--- src/tpg_map.vh ---
/*
 * Register offsets, field positions, reset values, packet kinds and
 * timing constants of the test pattern generator register page.
 * Assumes it is included by bare name from the generator files.
 */
`ifndef TPG_MAP_VH
`define TPG_MAP_VH

// ==========================================================
// register offsets within the indirect page
`define TPG_OFF_CONTROL     8'h01
`define TPG_OFF_CONFIG      8'h02
`define TPG_OFF_IDENT       8'h03
`define TPG_OFF_LINE_HI     8'h04
`define TPG_OFF_LINE_LO     8'h05
`define TPG_OFF_BAR_HI      8'h06
`define TPG_OFF_BAR_LO      8'h07
`define TPG_OFF_ACT_HI      8'h08
`define TPG_OFF_ACT_LO      8'h09
`define TPG_OFF_TOT_HI      8'h0a
`define TPG_OFF_TOT_LO      8'h0b
`define TPG_OFF_PD_HI       8'h0c
`define TPG_OFF_PD_LO       8'h0d
`define TPG_OFF_VBP         8'h0e
`define TPG_OFF_VFP         8'h0f
`define TPG_OFF_COLOUR_BASE 8'h10
`define TPG_OFF_STATUS      8'h1f
`define TPG_NUM_COLOURS     15

// ==========================================================
// field positions
`define TPG_CTL_ON_BIT      0
`define TPG_CFG_FIXED_BIT   7
`define TPG_CFG_BARS_MSB    5
`define TPG_CFG_BARS_LSB    4
`define TPG_CFG_BLK_MSB     3
`define TPG_CFG_BLK_LSB     0
`define TPG_ID_VC_MSB       7
`define TPG_ID_VC_LSB       6
`define TPG_ID_DT_MSB       5
`define TPG_ID_DT_LSB       0

// ==========================================================
// reset values
`define TPG_RST_CONTROL     8'h00
`define TPG_RST_CONFIG      8'h33
`define TPG_RST_IDENT       8'h24
`define TPG_RST_LINE_HI     8'h07
`define TPG_RST_LINE_LO     8'h80
`define TPG_RST_BAR_HI      8'h00
`define TPG_RST_BAR_LO      8'hf0
`define TPG_RST_ACT_HI      8'h01
`define TPG_RST_ACT_LO      8'he0
`define TPG_RST_TOT_HI      8'h02
`define TPG_RST_TOT_LO      8'h0d
`define TPG_RST_PD_HI       8'h0c
`define TPG_RST_PD_LO       8'h67
`define TPG_RST_VBP         8'h21
`define TPG_RST_VFP         8'h0a
`define TPG_RST_COLOUR0     8'haa

// ==========================================================
// output rate codes and packet kinds
`define TPG_RATE_1G6        2'h0
`define TPG_RATE_1G2        2'h1
`define TPG_RATE_800M       2'h2
`define TPG_RATE_400M       2'h3
`define TPG_KIND_FS         2'h0
`define TPG_KIND_FE         2'h1
`define TPG_KIND_LONG       2'h2

// ==========================================================
// timing, in thirds of a nanosecond so 13.33 ns stays exact
`define TPG_CLK_NS          50
`define TPG_CLK_THIRDS      (3 * `TPG_CLK_NS)
`define TPG_UNIT_FAST_NS    10
`define TPG_UNIT_MID_THIRDS 40
`define TPG_UNIT_SLOW_NS    20
`define TPG_UNIT_FAST_THIRDS (3 * `TPG_UNIT_FAST_NS)
`define TPG_UNIT_SLOW_THIRDS (3 * `TPG_UNIT_SLOW_NS)

// ==========================================================
// buffer shape
`define TPG_WORD_W          20
`define TPG_FIFO_DEPTH      4
`define TPG_FIFO_AW         2

`endif

--- src/tpg_generator.v ---
/*
 * Test pattern generator: register page, frame sequencer, byte engine
 * and output stage toward the csi-2 transmitter.
 * Assumes the indirect access logic presents one-cycle read and write
 * strobes with offset and data, and that the output rate code comes
 * from transmitter setup on the same clock.
 */
`timescale 1ns/100ps
`default_nettype none

`include "tpg_map.vh"

module tpg_generator (
  // clock and reset
  input  wire       clock,
  input  wire       srst,
  // indirect register page access
  input  wire       reg_wr,
  input  wire       reg_rd,
  input  wire [7:0] reg_addr,
  input  wire [7:0] reg_wdata,
  output reg  [7:0] reg_rdata,
  // output rate code from transmitter setup
  input  wire [1:0] csi_rate_sel,
  // packet stream toward the csi-2 transmitter
  output reg        out_valid,
  input  wire       out_ready,
  output reg  [1:0] out_kind,
  output reg        out_first,
  output reg        out_last,
  output reg  [1:0] out_vc,
  output reg  [5:0] out_dt,
  output reg  [7:0] out_data,
  // frame status
  output reg        frame_active
);

  localparam [2:0] PH_IDLE = 3'h0;
  localparam [2:0] PH_FS   = 3'h1;
  localparam [2:0] PH_VBP  = 3'h2;
  localparam [2:0] PH_ACT  = 3'h3;
  localparam [2:0] PH_VFP  = 3'h4;
  localparam [2:0] PH_FE   = 3'h5;
  localparam [2:0] PH_TAIL = 3'h6;

  localparam [22:0] CLK_STEP = `TPG_CLK_THIRDS;
  localparam [7:0]  RST_CTL  = `TPG_RST_CONTROL;
  localparam [7:0]  RST_CFG  = `TPG_RST_CONFIG;
  localparam [7:0]  RST_ID   = `TPG_RST_IDENT;

  // ==========================================================
  // programmed settings
  reg         generator_on_reg;
  reg         fixed_colour_select_reg;
  reg  [1:0]  bar_count_code_reg;
  reg  [3:0]  block_size_reg;
  reg  [1:0]  packet_virtual_channel_reg;
  reg  [5:0]  packet_data_type_reg;
  reg  [15:0] active_line_bytes_reg;
  reg  [15:0] colour_bar_bytes_reg;
  reg  [15:0] active_lines_per_frame_reg;
  reg  [15:0] total_lines_per_frame_reg;
  reg  [15:0] line_period_count_reg;
  reg  [7:0]  back_porch_lines_reg;
  reg  [7:0]  front_porch_lines_reg;
  wire [119:0] colour_flat;

  // ==========================================================
  // per-frame copies
  reg         sh_fixed_reg;
  reg  [1:0]  sh_bars_reg;
  reg  [3:0]  sh_blk_reg;
  reg  [1:0]  sh_vc_reg;
  reg  [5:0]  sh_dt_reg;
  reg  [15:0] sh_line_reg;
  reg  [15:0] sh_bar_reg;
  reg  [15:0] sh_act_reg;
  reg  [15:0] sh_tot_reg;
  reg  [7:0]  sh_vbp_reg;
  reg  [7:0]  sh_vfp_reg;
  reg  [21:0] sh_target_reg;
  wire [119:0] sh_colour_flat;

  // ==========================================================
  // sequencer and byte engine state
  reg  [2:0]  phase_reg;
  reg  [15:0] line_idx_reg;
  reg  [22:0] time_reg;
  reg         emit_reg;
  reg  [1:0]  emit_kind_reg;
  reg  [15:0] byte_cnt_reg;
  reg  [2:0]  bar_idx_reg;
  reg  [15:0] bar_pos_reg;
  reg  [3:0]  blk_pos_reg;
  reg  [2:0]  next_phase;
  reg  [5:0]  unit_thirds;
  reg  [7:0]  read_mux;

  wire [16:0] n_line;
  wire [16:0] first_act;
  wire [16:0] first_vfp;
  wire [16:0] fe_line;
  wire        frame_over;
  wire        line_done;
  wire        begin_frame;
  wire        start_long;
  wire        start_fe;
  wire [21:0] target_calc;
  wire [2:0]  last_bar;
  wire [3:0]  col_sel;
  wire        is_long;
  wire        word_first;
  wire        word_last;
  wire [7:0]  word_byte;
  wire [19:0] word;
  wire        fifo_in_ready;
  wire        push;
  wire        fifo_out_valid;
  wire        fifo_out_ready;
  wire [19:0] fifo_out_data;

  // ==========================================================
  // register writes
  always @(posedge clock) begin
    if (srst) begin
      generator_on_reg           <= RST_CTL[`TPG_CTL_ON_BIT];
      fixed_colour_select_reg    <= RST_CFG[`TPG_CFG_FIXED_BIT];
      bar_count_code_reg         <=
        RST_CFG[`TPG_CFG_BARS_MSB:`TPG_CFG_BARS_LSB];
      block_size_reg             <=
        RST_CFG[`TPG_CFG_BLK_MSB:`TPG_CFG_BLK_LSB];
      packet_virtual_channel_reg <=
        RST_ID[`TPG_ID_VC_MSB:`TPG_ID_VC_LSB];
      packet_data_type_reg       <= RST_ID[`TPG_ID_DT_MSB:`TPG_ID_DT_LSB];
      active_line_bytes_reg      <= {`TPG_RST_LINE_HI, `TPG_RST_LINE_LO};
      colour_bar_bytes_reg       <= {`TPG_RST_BAR_HI, `TPG_RST_BAR_LO};
      active_lines_per_frame_reg <= {`TPG_RST_ACT_HI, `TPG_RST_ACT_LO};
      total_lines_per_frame_reg  <= {`TPG_RST_TOT_HI, `TPG_RST_TOT_LO};
      line_period_count_reg      <= {`TPG_RST_PD_HI, `TPG_RST_PD_LO};
      back_porch_lines_reg       <= `TPG_RST_VBP;
      front_porch_lines_reg      <= `TPG_RST_VFP;
    end else if (reg_wr) begin
      case (reg_addr)
        `TPG_OFF_CONTROL: begin
          generator_on_reg <= reg_wdata[`TPG_CTL_ON_BIT];
        end
        `TPG_OFF_CONFIG: begin
          fixed_colour_select_reg <= reg_wdata[`TPG_CFG_FIXED_BIT];
          bar_count_code_reg <=
            reg_wdata[`TPG_CFG_BARS_MSB:`TPG_CFG_BARS_LSB];
          block_size_reg <= reg_wdata[`TPG_CFG_BLK_MSB:`TPG_CFG_BLK_LSB];
        end
        `TPG_OFF_IDENT: begin
          packet_virtual_channel_reg <=
            reg_wdata[`TPG_ID_VC_MSB:`TPG_ID_VC_LSB];
          packet_data_type_reg <= reg_wdata[`TPG_ID_DT_MSB:`TPG_ID_DT_LSB];
        end
        `TPG_OFF_LINE_HI: active_line_bytes_reg[15:8] <= reg_wdata;
        `TPG_OFF_LINE_LO: active_line_bytes_reg[7:0] <= reg_wdata;
        `TPG_OFF_BAR_HI:  colour_bar_bytes_reg[15:8] <= reg_wdata;
        `TPG_OFF_BAR_LO:  colour_bar_bytes_reg[7:0] <= reg_wdata;
        `TPG_OFF_ACT_HI:  active_lines_per_frame_reg[15:8] <= reg_wdata;
        `TPG_OFF_ACT_LO:  active_lines_per_frame_reg[7:0] <= reg_wdata;
        `TPG_OFF_TOT_HI:  total_lines_per_frame_reg[15:8] <= reg_wdata;
        `TPG_OFF_TOT_LO:  total_lines_per_frame_reg[7:0] <= reg_wdata;
        `TPG_OFF_PD_HI:   line_period_count_reg[15:8] <= reg_wdata;
        `TPG_OFF_PD_LO:   line_period_count_reg[7:0] <= reg_wdata;
        `TPG_OFF_VBP:     back_porch_lines_reg <= reg_wdata;
        `TPG_OFF_VFP:     front_porch_lines_reg <= reg_wdata;
        default: begin
        end
      endcase
    end
  end

  // ==========================================================
  // colour bytes and their per-frame copies
  genvar gi;
  generate
    for (gi = 0; gi < `TPG_NUM_COLOURS; gi = gi + 1) begin : g_colour
      localparam [7:0] ADDR = `TPG_OFF_COLOUR_BASE + gi;
      localparam [3:0] IDX  = gi;
      localparam [7:0] RST  = (gi == 0) ? `TPG_RST_COLOUR0 : {IDX, IDX};
      reg [7:0] byte_reg;
      reg [7:0] sh_byte_reg;
      always @(posedge clock) begin
        if (srst) begin
          byte_reg    <= RST;
          sh_byte_reg <= RST;
        end else begin
          if (reg_wr && reg_addr == ADDR) begin
            byte_reg <= reg_wdata;
          end
          if (begin_frame) begin
            sh_byte_reg <= byte_reg;
          end
        end
      end
      assign colour_flat[gi*8 +: 8]    = byte_reg;
      assign sh_colour_flat[gi*8 +: 8] = sh_byte_reg;
    end
  endgenerate

  // ==========================================================
  // register reads
  always @* begin
    read_mux = 8'h00;
    case (reg_addr)
      `TPG_OFF_CONTROL: read_mux = {7'h00, generator_on_reg};
      `TPG_OFF_CONFIG:  read_mux = {fixed_colour_select_reg, 1'b0,
                                    bar_count_code_reg, block_size_reg};
      `TPG_OFF_IDENT:   read_mux = {packet_virtual_channel_reg,
                                    packet_data_type_reg};
      `TPG_OFF_LINE_HI: read_mux = active_line_bytes_reg[15:8];
      `TPG_OFF_LINE_LO: read_mux = active_line_bytes_reg[7:0];
      `TPG_OFF_BAR_HI:  read_mux = colour_bar_bytes_reg[15:8];
      `TPG_OFF_BAR_LO:  read_mux = colour_bar_bytes_reg[7:0];
      `TPG_OFF_ACT_HI:  read_mux = active_lines_per_frame_reg[15:8];
      `TPG_OFF_ACT_LO:  read_mux = active_lines_per_frame_reg[7:0];
      `TPG_OFF_TOT_HI:  read_mux = total_lines_per_frame_reg[15:8];
      `TPG_OFF_TOT_LO:  read_mux = total_lines_per_frame_reg[7:0];
      `TPG_OFF_PD_HI:   read_mux = line_period_count_reg[15:8];
      `TPG_OFF_PD_LO:   read_mux = line_period_count_reg[7:0];
      `TPG_OFF_VBP:     read_mux = back_porch_lines_reg;
      `TPG_OFF_VFP:     read_mux = front_porch_lines_reg;
      `TPG_OFF_STATUS:  read_mux = {5'h00, phase_reg};
      default: begin
        if (reg_addr[7:4] == 4'h1) begin
          read_mux = colour_flat[{reg_addr[3:0], 3'h0} +: 8];
        end
      end
    endcase
  end

  always @(posedge clock) begin
    if (srst) begin
      reg_rdata <= 8'h00;
    end else if (reg_rd) begin
      reg_rdata <= read_mux;
    end
  end

  // ==========================================================
  // line period in thirds of a nanosecond
  always @* begin
    case (csi_rate_sel)
      `TPG_RATE_1G2:  unit_thirds = `TPG_UNIT_MID_THIRDS;
      `TPG_RATE_400M: unit_thirds = `TPG_UNIT_SLOW_THIRDS;
      default:        unit_thirds = `TPG_UNIT_FAST_THIRDS;
    endcase
  end

  assign target_calc = {6'h00, line_period_count_reg} *
                       {16'h0000, unit_thirds};

  // ==========================================================
  // frame sequencing
  assign n_line    = {1'b0, line_idx_reg} + 17'h00001;
  assign first_act = 17'h00001 + {9'h000, sh_vbp_reg};
  assign first_vfp = first_act + {1'b0, sh_act_reg};
  assign fe_line   = first_vfp + {9'h000, sh_vfp_reg};
  assign frame_over = (n_line >= {1'b0, sh_tot_reg}) &&
                      (n_line > fe_line);
  assign line_done = (phase_reg != PH_IDLE) && !emit_reg &&
                     (time_reg >= {1'b0, sh_target_reg});
  assign begin_frame = generator_on_reg &&
                       ((phase_reg == PH_IDLE) || (line_done && frame_over));
  assign start_long = line_done && !frame_over && (next_phase == PH_ACT) &&
                      (sh_line_reg != 16'h0000);
  assign start_fe = line_done && !frame_over && (next_phase == PH_FE);

  always @* begin
    next_phase = PH_TAIL;
    if (n_line < first_act) begin
      next_phase = PH_VBP;
    end else if (n_line < first_vfp) begin
      next_phase = PH_ACT;
    end else if (n_line < fe_line) begin
      next_phase = PH_VFP;
    end else if (n_line == fe_line) begin
      next_phase = PH_FE;
    end
  end

  always @(posedge clock) begin
    if (srst) begin
      sh_fixed_reg  <= 1'b0;
      sh_bars_reg   <= 2'h0;
      sh_blk_reg    <= 4'h0;
      sh_vc_reg     <= 2'h0;
      sh_dt_reg     <= 6'h00;
      sh_line_reg   <= 16'h0000;
      sh_bar_reg    <= 16'h0000;
      sh_act_reg    <= 16'h0000;
      sh_tot_reg    <= 16'h0000;
      sh_vbp_reg    <= 8'h00;
      sh_vfp_reg    <= 8'h00;
      sh_target_reg <= 22'h000000;
    end else if (begin_frame) begin
      sh_fixed_reg  <= fixed_colour_select_reg;
      sh_bars_reg   <= bar_count_code_reg;
      sh_blk_reg    <= block_size_reg;
      sh_vc_reg     <= packet_virtual_channel_reg;
      sh_dt_reg     <= packet_data_type_reg;
      sh_line_reg   <= active_line_bytes_reg;
      sh_bar_reg    <= colour_bar_bytes_reg;
      sh_act_reg    <= active_lines_per_frame_reg;
      sh_tot_reg    <= total_lines_per_frame_reg;
      sh_vbp_reg    <= back_porch_lines_reg;
      sh_vfp_reg    <= front_porch_lines_reg;
      sh_target_reg <= target_calc;
    end
  end

  always @(posedge clock) begin
    if (srst) begin
      phase_reg    <= PH_IDLE;
      line_idx_reg <= 16'h0000;
      time_reg     <= 23'h000000;
      frame_active <= 1'b0;
    end else begin
      frame_active <= (phase_reg != PH_IDLE);
      if (begin_frame) begin
        phase_reg    <= PH_FS;
        line_idx_reg <= 16'h0000;
        time_reg     <= 23'h000000;
      end else if (line_done && frame_over) begin
        phase_reg <= PH_IDLE;
        time_reg  <= 23'h000000;
      end else if (line_done) begin
        phase_reg    <= next_phase;
        line_idx_reg <= n_line[15:0];
        time_reg     <= 23'h000000;
      end else if (phase_reg != PH_IDLE &&
                   time_reg < {1'b0, sh_target_reg}) begin
        time_reg <= time_reg + CLK_STEP;
      end
    end
  end

  // ==========================================================
  // byte engine
  // 3-bit wrap turns 1<<3 into 0, so code 11 gives index 7
  assign last_bar   = (3'h1 << sh_bars_reg) - 3'h1;
  assign col_sel    = sh_fixed_reg ? blk_pos_reg :
                      {1'b0, bar_idx_reg};
  assign is_long    = (emit_kind_reg == `TPG_KIND_LONG);
  assign word_first = !is_long || (byte_cnt_reg == 16'h0000);
  assign word_last  = !is_long ||
                      (byte_cnt_reg == sh_line_reg - 16'h0001);
  assign word_byte  = is_long ?
                      sh_colour_flat[{col_sel, 3'h0} +: 8] : 8'h00;
  assign word       = {sh_vc_reg, sh_dt_reg, emit_kind_reg,
                       word_first, word_last, word_byte};
  assign push       = emit_reg && fifo_in_ready;

  always @(posedge clock) begin
    if (srst) begin
      emit_reg      <= 1'b0;
      emit_kind_reg <= `TPG_KIND_FS;
      byte_cnt_reg  <= 16'h0000;
      bar_idx_reg   <= 3'h0;
      bar_pos_reg   <= 16'h0000;
      blk_pos_reg   <= 4'h0;
    end else if (begin_frame) begin
      emit_reg      <= 1'b1;
      emit_kind_reg <= `TPG_KIND_FS;
    end else if (start_fe) begin
      emit_reg      <= 1'b1;
      emit_kind_reg <= `TPG_KIND_FE;
    end else if (start_long) begin
      emit_reg      <= 1'b1;
      emit_kind_reg <= `TPG_KIND_LONG;
      byte_cnt_reg  <= 16'h0000;
      bar_idx_reg   <= 3'h0;
      bar_pos_reg   <= 16'h0000;
      blk_pos_reg   <= 4'h0;
    end else if (push) begin
      if (word_last) begin
        emit_reg <= 1'b0;
      end else begin
        byte_cnt_reg <= byte_cnt_reg + 16'h0001;
        // last bar never advances, so it runs to line end
        if (bar_pos_reg == sh_bar_reg - 16'h0001 &&
            bar_idx_reg != last_bar) begin
          bar_idx_reg <= bar_idx_reg + 3'h1;
          bar_pos_reg <= 16'h0000;
        end else begin
          bar_pos_reg <= bar_pos_reg + 16'h0001;
        end
        if (blk_pos_reg + 4'h1 >= sh_blk_reg) begin
          blk_pos_reg <= 4'h0;
        end else begin
          blk_pos_reg <= blk_pos_reg + 4'h1;
        end
      end
    end
  end

  // ==========================================================
  // buffer and output stage
  tpg_fifo #(
    .W     (`TPG_WORD_W),
    .DEPTH (`TPG_FIFO_DEPTH),
    .AW    (`TPG_FIFO_AW)
  ) u_fifo (
    .clock     (clock),
    .srst      (srst),
    .in_valid  (emit_reg),
    .in_ready  (fifo_in_ready),
    .in_data   (word),
    .out_valid (fifo_out_valid),
    .out_ready (fifo_out_ready),
    .out_data  (fifo_out_data)
  );

  assign fifo_out_ready = !out_valid || out_ready;

  always @(posedge clock) begin
    if (srst) begin
      out_valid <= 1'b0;
      out_vc    <= 2'h0;
      out_dt    <= 6'h00;
      out_kind  <= 2'h0;
      out_first <= 1'b0;
      out_last  <= 1'b0;
      out_data  <= 8'h00;
    end else if (fifo_out_ready) begin
      out_valid <= fifo_out_valid;
      if (fifo_out_valid) begin
        out_vc    <= fifo_out_data[19:18];
        out_dt    <= fifo_out_data[17:12];
        out_kind  <= fifo_out_data[11:10];
        out_first <= fifo_out_data[9];
        out_last  <= fifo_out_data[8];
        out_data  <= fifo_out_data[7:0];
      end
    end
  end

endmodule

`default_nettype wire

--- src/tpg_fifo.v ---
/*
 * Small synchronous FIFO with valid and ready on both sides.
 * Assumes one clock and a synchronous active-high reset.
 */
`timescale 1ns/100ps
`default_nettype none

module tpg_fifo #(
  parameter W     = 20,
  parameter DEPTH = 4,
  parameter AW    = 2
) (
  // clock and reset
  input  wire         clock,
  input  wire         srst,
  // fill side
  input  wire         in_valid,
  output wire         in_ready,
  input  wire [W-1:0] in_data,
  // drain side
  output wire         out_valid,
  input  wire         out_ready,
  output wire [W-1:0] out_data
);

  reg  [W-1:0] mem [0:DEPTH-1];
  reg  [AW:0]  wr_ptr_reg;
  reg  [AW:0]  rd_ptr_reg;
  wire         full;
  wire         empty;
  wire         push;
  wire         pop;

  assign full      = (wr_ptr_reg[AW-1:0] == rd_ptr_reg[AW-1:0]) &&
                     (wr_ptr_reg[AW] != rd_ptr_reg[AW]);
  assign empty     = (wr_ptr_reg == rd_ptr_reg);
  assign in_ready  = !full;
  assign out_valid = !empty;
  assign push      = in_valid && !full;
  assign pop       = out_ready && !empty;
  assign out_data  = mem[rd_ptr_reg[AW-1:0]];

  always @(posedge clock) begin
    if (push) begin
      mem[wr_ptr_reg[AW-1:0]] <= in_data;
    end
  end

  always @(posedge clock) begin
    if (srst) begin
      wr_ptr_reg <= {(AW+1){1'b0}};
      rd_ptr_reg <= {(AW+1){1'b0}};
    end else begin
      if (push) begin
        wr_ptr_reg <= wr_ptr_reg + 1'b1;
      end
      if (pop) begin
        rd_ptr_reg <= rd_ptr_reg + 1'b1;
      end
    end
  end

endmodule

`default_nettype wire

--- config.mk ---
export PLATFORM = sky130hd
export DESIGN_NAME = tpg_generator
export DESIGN_NICKNAME = d
export VERILOG_FILES = /design/src/tpg_generator.v /design/src/tpg_fifo.v
export VERILOG_INCLUDE_DIRS = /design/src
export SDC_FILE = /design/constraint.sdc
export NUM_CORES = 2
export LEC_CHECK = 0
export BUFFER_PORTS_ARGS = -buffer_cell sky130_fd_sc_hd__buf_2
export CAP_MARGIN = 0
export CORE_UTILIZATION = 60
export DETAILED_ROUTE_END_ITERATION = 6
export GPL_ROUTABILITY_DRIVEN = 1
export PLACE_DENSITY = 0.76
export SETUP_SLACK_MARGIN = 0.15
export SYNTH_ARGS = -nofsm -noshare
export SYNTH_HDL_FRONTEND = slang
export SYNTH_HIERARCHICAL = 1
export SYNTH_SLANG_ARGS = --single-unit
--- constraint.sdc ---
create_clock -name clock -period 17.9 [get_ports clock]
set_input_delay 0.895 -clock clock [delete_from_list [all_inputs] [get_ports clock]]
set_output_delay 0.895 -clock clock [all_outputs]
set_load 0.03 [all_outputs]
==> impl_metrics.json <==
{
  "die_w_um": 242,
  "grt_start_max_net_pins": 195,
  "grt_pass1_wl_mm": 149,
  "place_congestion": 0.933,
  "track_usage_pct": 31.8,
  "ant_nets": 0,
  "cts_tree": "done",
  "cp_max_fo": 94,
  "vias": 29100,
  "drive_gt1_share_pct": 8.32,
  "wl_per_cell_um": 19.9,
  "r2r_end": "g_colour[1].sh_byte_reg[1]$_SDFFE_PP0P_",
  "critPathRequiredTime_ps": 18450,
  "drc": 0,
  "hold_buffers": 0,
  "ys.flop_type": "dfxtp_1",
  "nets": 4149,
  "final_area_um2": 37600,
  "start_util_pct": 61.0,
  "worst_pin_slew_ps": 1280,
  "syn_area_per_cell_um2": 8.60,
  "cp-endpoint": "g_colour[1].sh_byte_reg[1]$_SDFFE_PP0P_",
  "hold_path.class": "register to register",
  "ys_ff_latch": 669,
  "drv_slew": 0,
  "crit_type": "register to register",
  "dp_worst_setup_slack_ps": 10160,
  "cts_buffers": 70,
  "grt_pass1_vias": 27100,
  "clk_pin_slew_worst_paths_ps": 60,
  "period_minus_slack_ps": 7880,
  "postPlaceCellArea_um2": 35100,
  "num_rows": 87,
  "p_per_area_nw_per_um2": 96.5,
  "viasPerCell": 6.13,
  "yosysSeqAreaShare_pct": 41.0,
  "status": "finished clean",
  "grt_overflow_total": 0,
  "timing.rr.start": "sh_vbp_reg[0]$_SDFFE_PP0P_",
  "cts-root-buf": "clkbuf_16",
  "grt_setup_unrepaired": "no",
  "setup_slack_ps": 10020,
  "finalHoldViolCount": 0,
  "maxCapViolCount": 0,
  "drtIter0Drc": 2950,
  "finalSetupViolCount": 0,
  "period_share_pct": 44.0,
  "setup_tns_ps": 0,
  "h-tree-depth": 3,
  "insertion_delay_ps": 630,
  "dp_hpwl_mm": 62.3,
  "rrSetupSlack_ps": 10020,
  "skew_ps": 23.7,
  "first_pass_iters": 6,
  "area_growth_pct": 8.72,
  "max_slew_margin_pct": 14.5,
  "irDropWorstVdd_mv": 0.0780,
  "dieHeight_um": 242,
  "routed_wl_mm": 94.5,
  "yosysMostFrequentCell": "nand2_1",
  "cts_buffer_depth": 3,
  "antenna_found_initial": 5,
  "p_leak_nw": 14.7,
  "yosys_warnings": 6,
  "rr_worst_depth": 25,
  "crit_path_start_kind": "register",
  "cts.sinks": 669,
  "synth_cells": 4022,
  "postCtsSetupRepairBufs": 0,
  "synthTopCellsByCount": "927 x nand2_1, 589 x dfxtp_1, 417 x a21oi_1",
  "synth_nets": 4246,
  "cts_resized": 0,
  "critPathLaunch": "sh_vbp_reg[0]$_SDFFE_PP0P_",
  "dieArea_um2": 58600,
  "ys_types": 94,
  "ys_async_sr_fraction_pct": 0,
  "synth_area_leaders": "dfxtp_1 34%, nand2_1 10%, edfxtp_1 6.9%, a21oi_1 6.0%, ha_1 5.6%",
  "syn_area_um2": 34600,
  "ioPinCount": 53,
  "max_freq_mhz": 127,
  "worstSetupEndpointType": "register",
  "synth_edf_count": 80,
  "arrival_ps": 8430,
  "numPortBuffers": 52,
  "yosysTopAreaCellShare_pct": 34.1,
  "netlist.top_cell.by_area": "dfxtp_1",
  "coreArea_um2": 56700
}
where the power goes:
part           internal, mW  switching [mW]
Clock                 0.952           0.641
Combinational         0.139           0.311
Sequential             1.56          0.0300
Total                  2.65           0.982
layout make-up:
type | instances | area [um^2]
inverters | 161 | 609
flip-flops and latches | 669 | 14200
fillers | 4658 | 19100
clock inverters | 35 | 543
repair buffers | 88 | 556
well taps | 756 | 946
clock buffers | 91 | 1980
multi-input cells | 2935 | 18800
diodes | 4 | 10.0
logic make-up (layout without fill, tap and decap cells):
group	count (synthesis)	in the layout	share of synthesized area [%]
adder cells (fa/ha/maj)	201	201	8.25
AND/OR/NAND/NOR	1716	1716	22.4
buffers and inverters	418	375	4.90
multiplexers	167	167	7.34
AO/OA/AOI/OAI	713	713	12.5
flip-flops	669	669	41.0
XOR/XNOR	138	138	3.50
other	0	4	0
routing by layer:
metal	routed length, um	GRT usage, %	vias up	part of all wire, %
met4	3460	13.0	2	3.7
met2	42500	50.1	1255	45
li1	-	-	13800	-
met1	39700	43.3	13800	42
met5	11	0	-	0.012
met3	8900	5.48	241	9.4
worst min path at each step:
stage,from,end,slack [ps],depth (start not counted)
2_1_floorplan,sh_target_reg[10]$_SDFFE_PP0P_,sh_target_reg[10]$_SDFFE_PP0P_,430,2
3_3_place_gp,out_dt[4]$_SDFFE_PP0P_,out_dt[4]$_SDFFE_PP0P_,440,2
3_5_place_dp,g_colour[8].sh_byte_reg[1]$_SDFFE_PP0P_,g_colour[8].sh_byte_reg[1]$_SDFFE_PP0P_,450,2
4_1_cts,sh_target_reg[9]$_SDFFE_PP0P_,sh_target_reg[9]$_SDFFE_PP0P_,450,2
5_1_grt,sh_target_reg[9]$_SDFFE_PP0P_,sh_target_reg[9]$_SDFFE_PP0P_,470,2
6_report,sh_target_reg[9]$_SDFFE_PP0P_,sh_target_reg[9]$_SDFFE_PP0P_,450,2
critical path, cell delays in order, from the launching register on:
cell,delay (ps)
dfxtp_1,350
ha_1,330
ha_1,280
a21o_1,180
a21oi_1,210
nor2b_1,110
or4_1,410
a21oi_1,210
xnor2_1,110
ha_1,300
inv_1,60
o21ba_2,220
or4_1,540
nor3_1,260
xor2_1,100
ha_1,310
nand4_1,140
o221ai_1,270
a22oi_1,220
nor2_1,370
a31o_4,220
buf_4,440
buf_4,840
buf_4,940
nand2_1,150
a21oi_1,170
metrics by stage:
step | power (mW) | std cells | hold slack, ps | util (%)
global route | 3.74 | 4738 | 466 | 66.3
finish | 3.63 | 4739 | 451 | 66.3
global placement | 2.06 | 4609 | 439 | 61.8
CTS | 3.64 | 4735 | 453 | 66.3
detailed placement | 2.06 | 4609 | 446 | 61.8
floorplan | 1.93 | 4022 | 432 | -
layout by cell type (no fill, tap or decap), types with 20 or more instances in the layout:
cell type,netlist,layout
xnor2_1,81,81
xor2_1,57,57
edfxtp_1,80,80
mux4_2,69,69
clkbuf_16,0,73
mux2i_1,96,94
a22oi_1,20,20
ha_1,156,156
dfxtp_1,589,589
nand2_1,927,927
inv_1,160,160
nand4_1,28,28
nor3b_1,22,21
a21o_1,21,21
o21ai_0,72,72
a211oi_1,26,26
nand3_1,341,341
nor2_1,184,184
and3_1,25,25
nor3_1,38,37
buf_4,2,36
buf_2,9,50
a21oi_1,417,416
fa_1,45,45
Power figures use the tool's default switching activity.
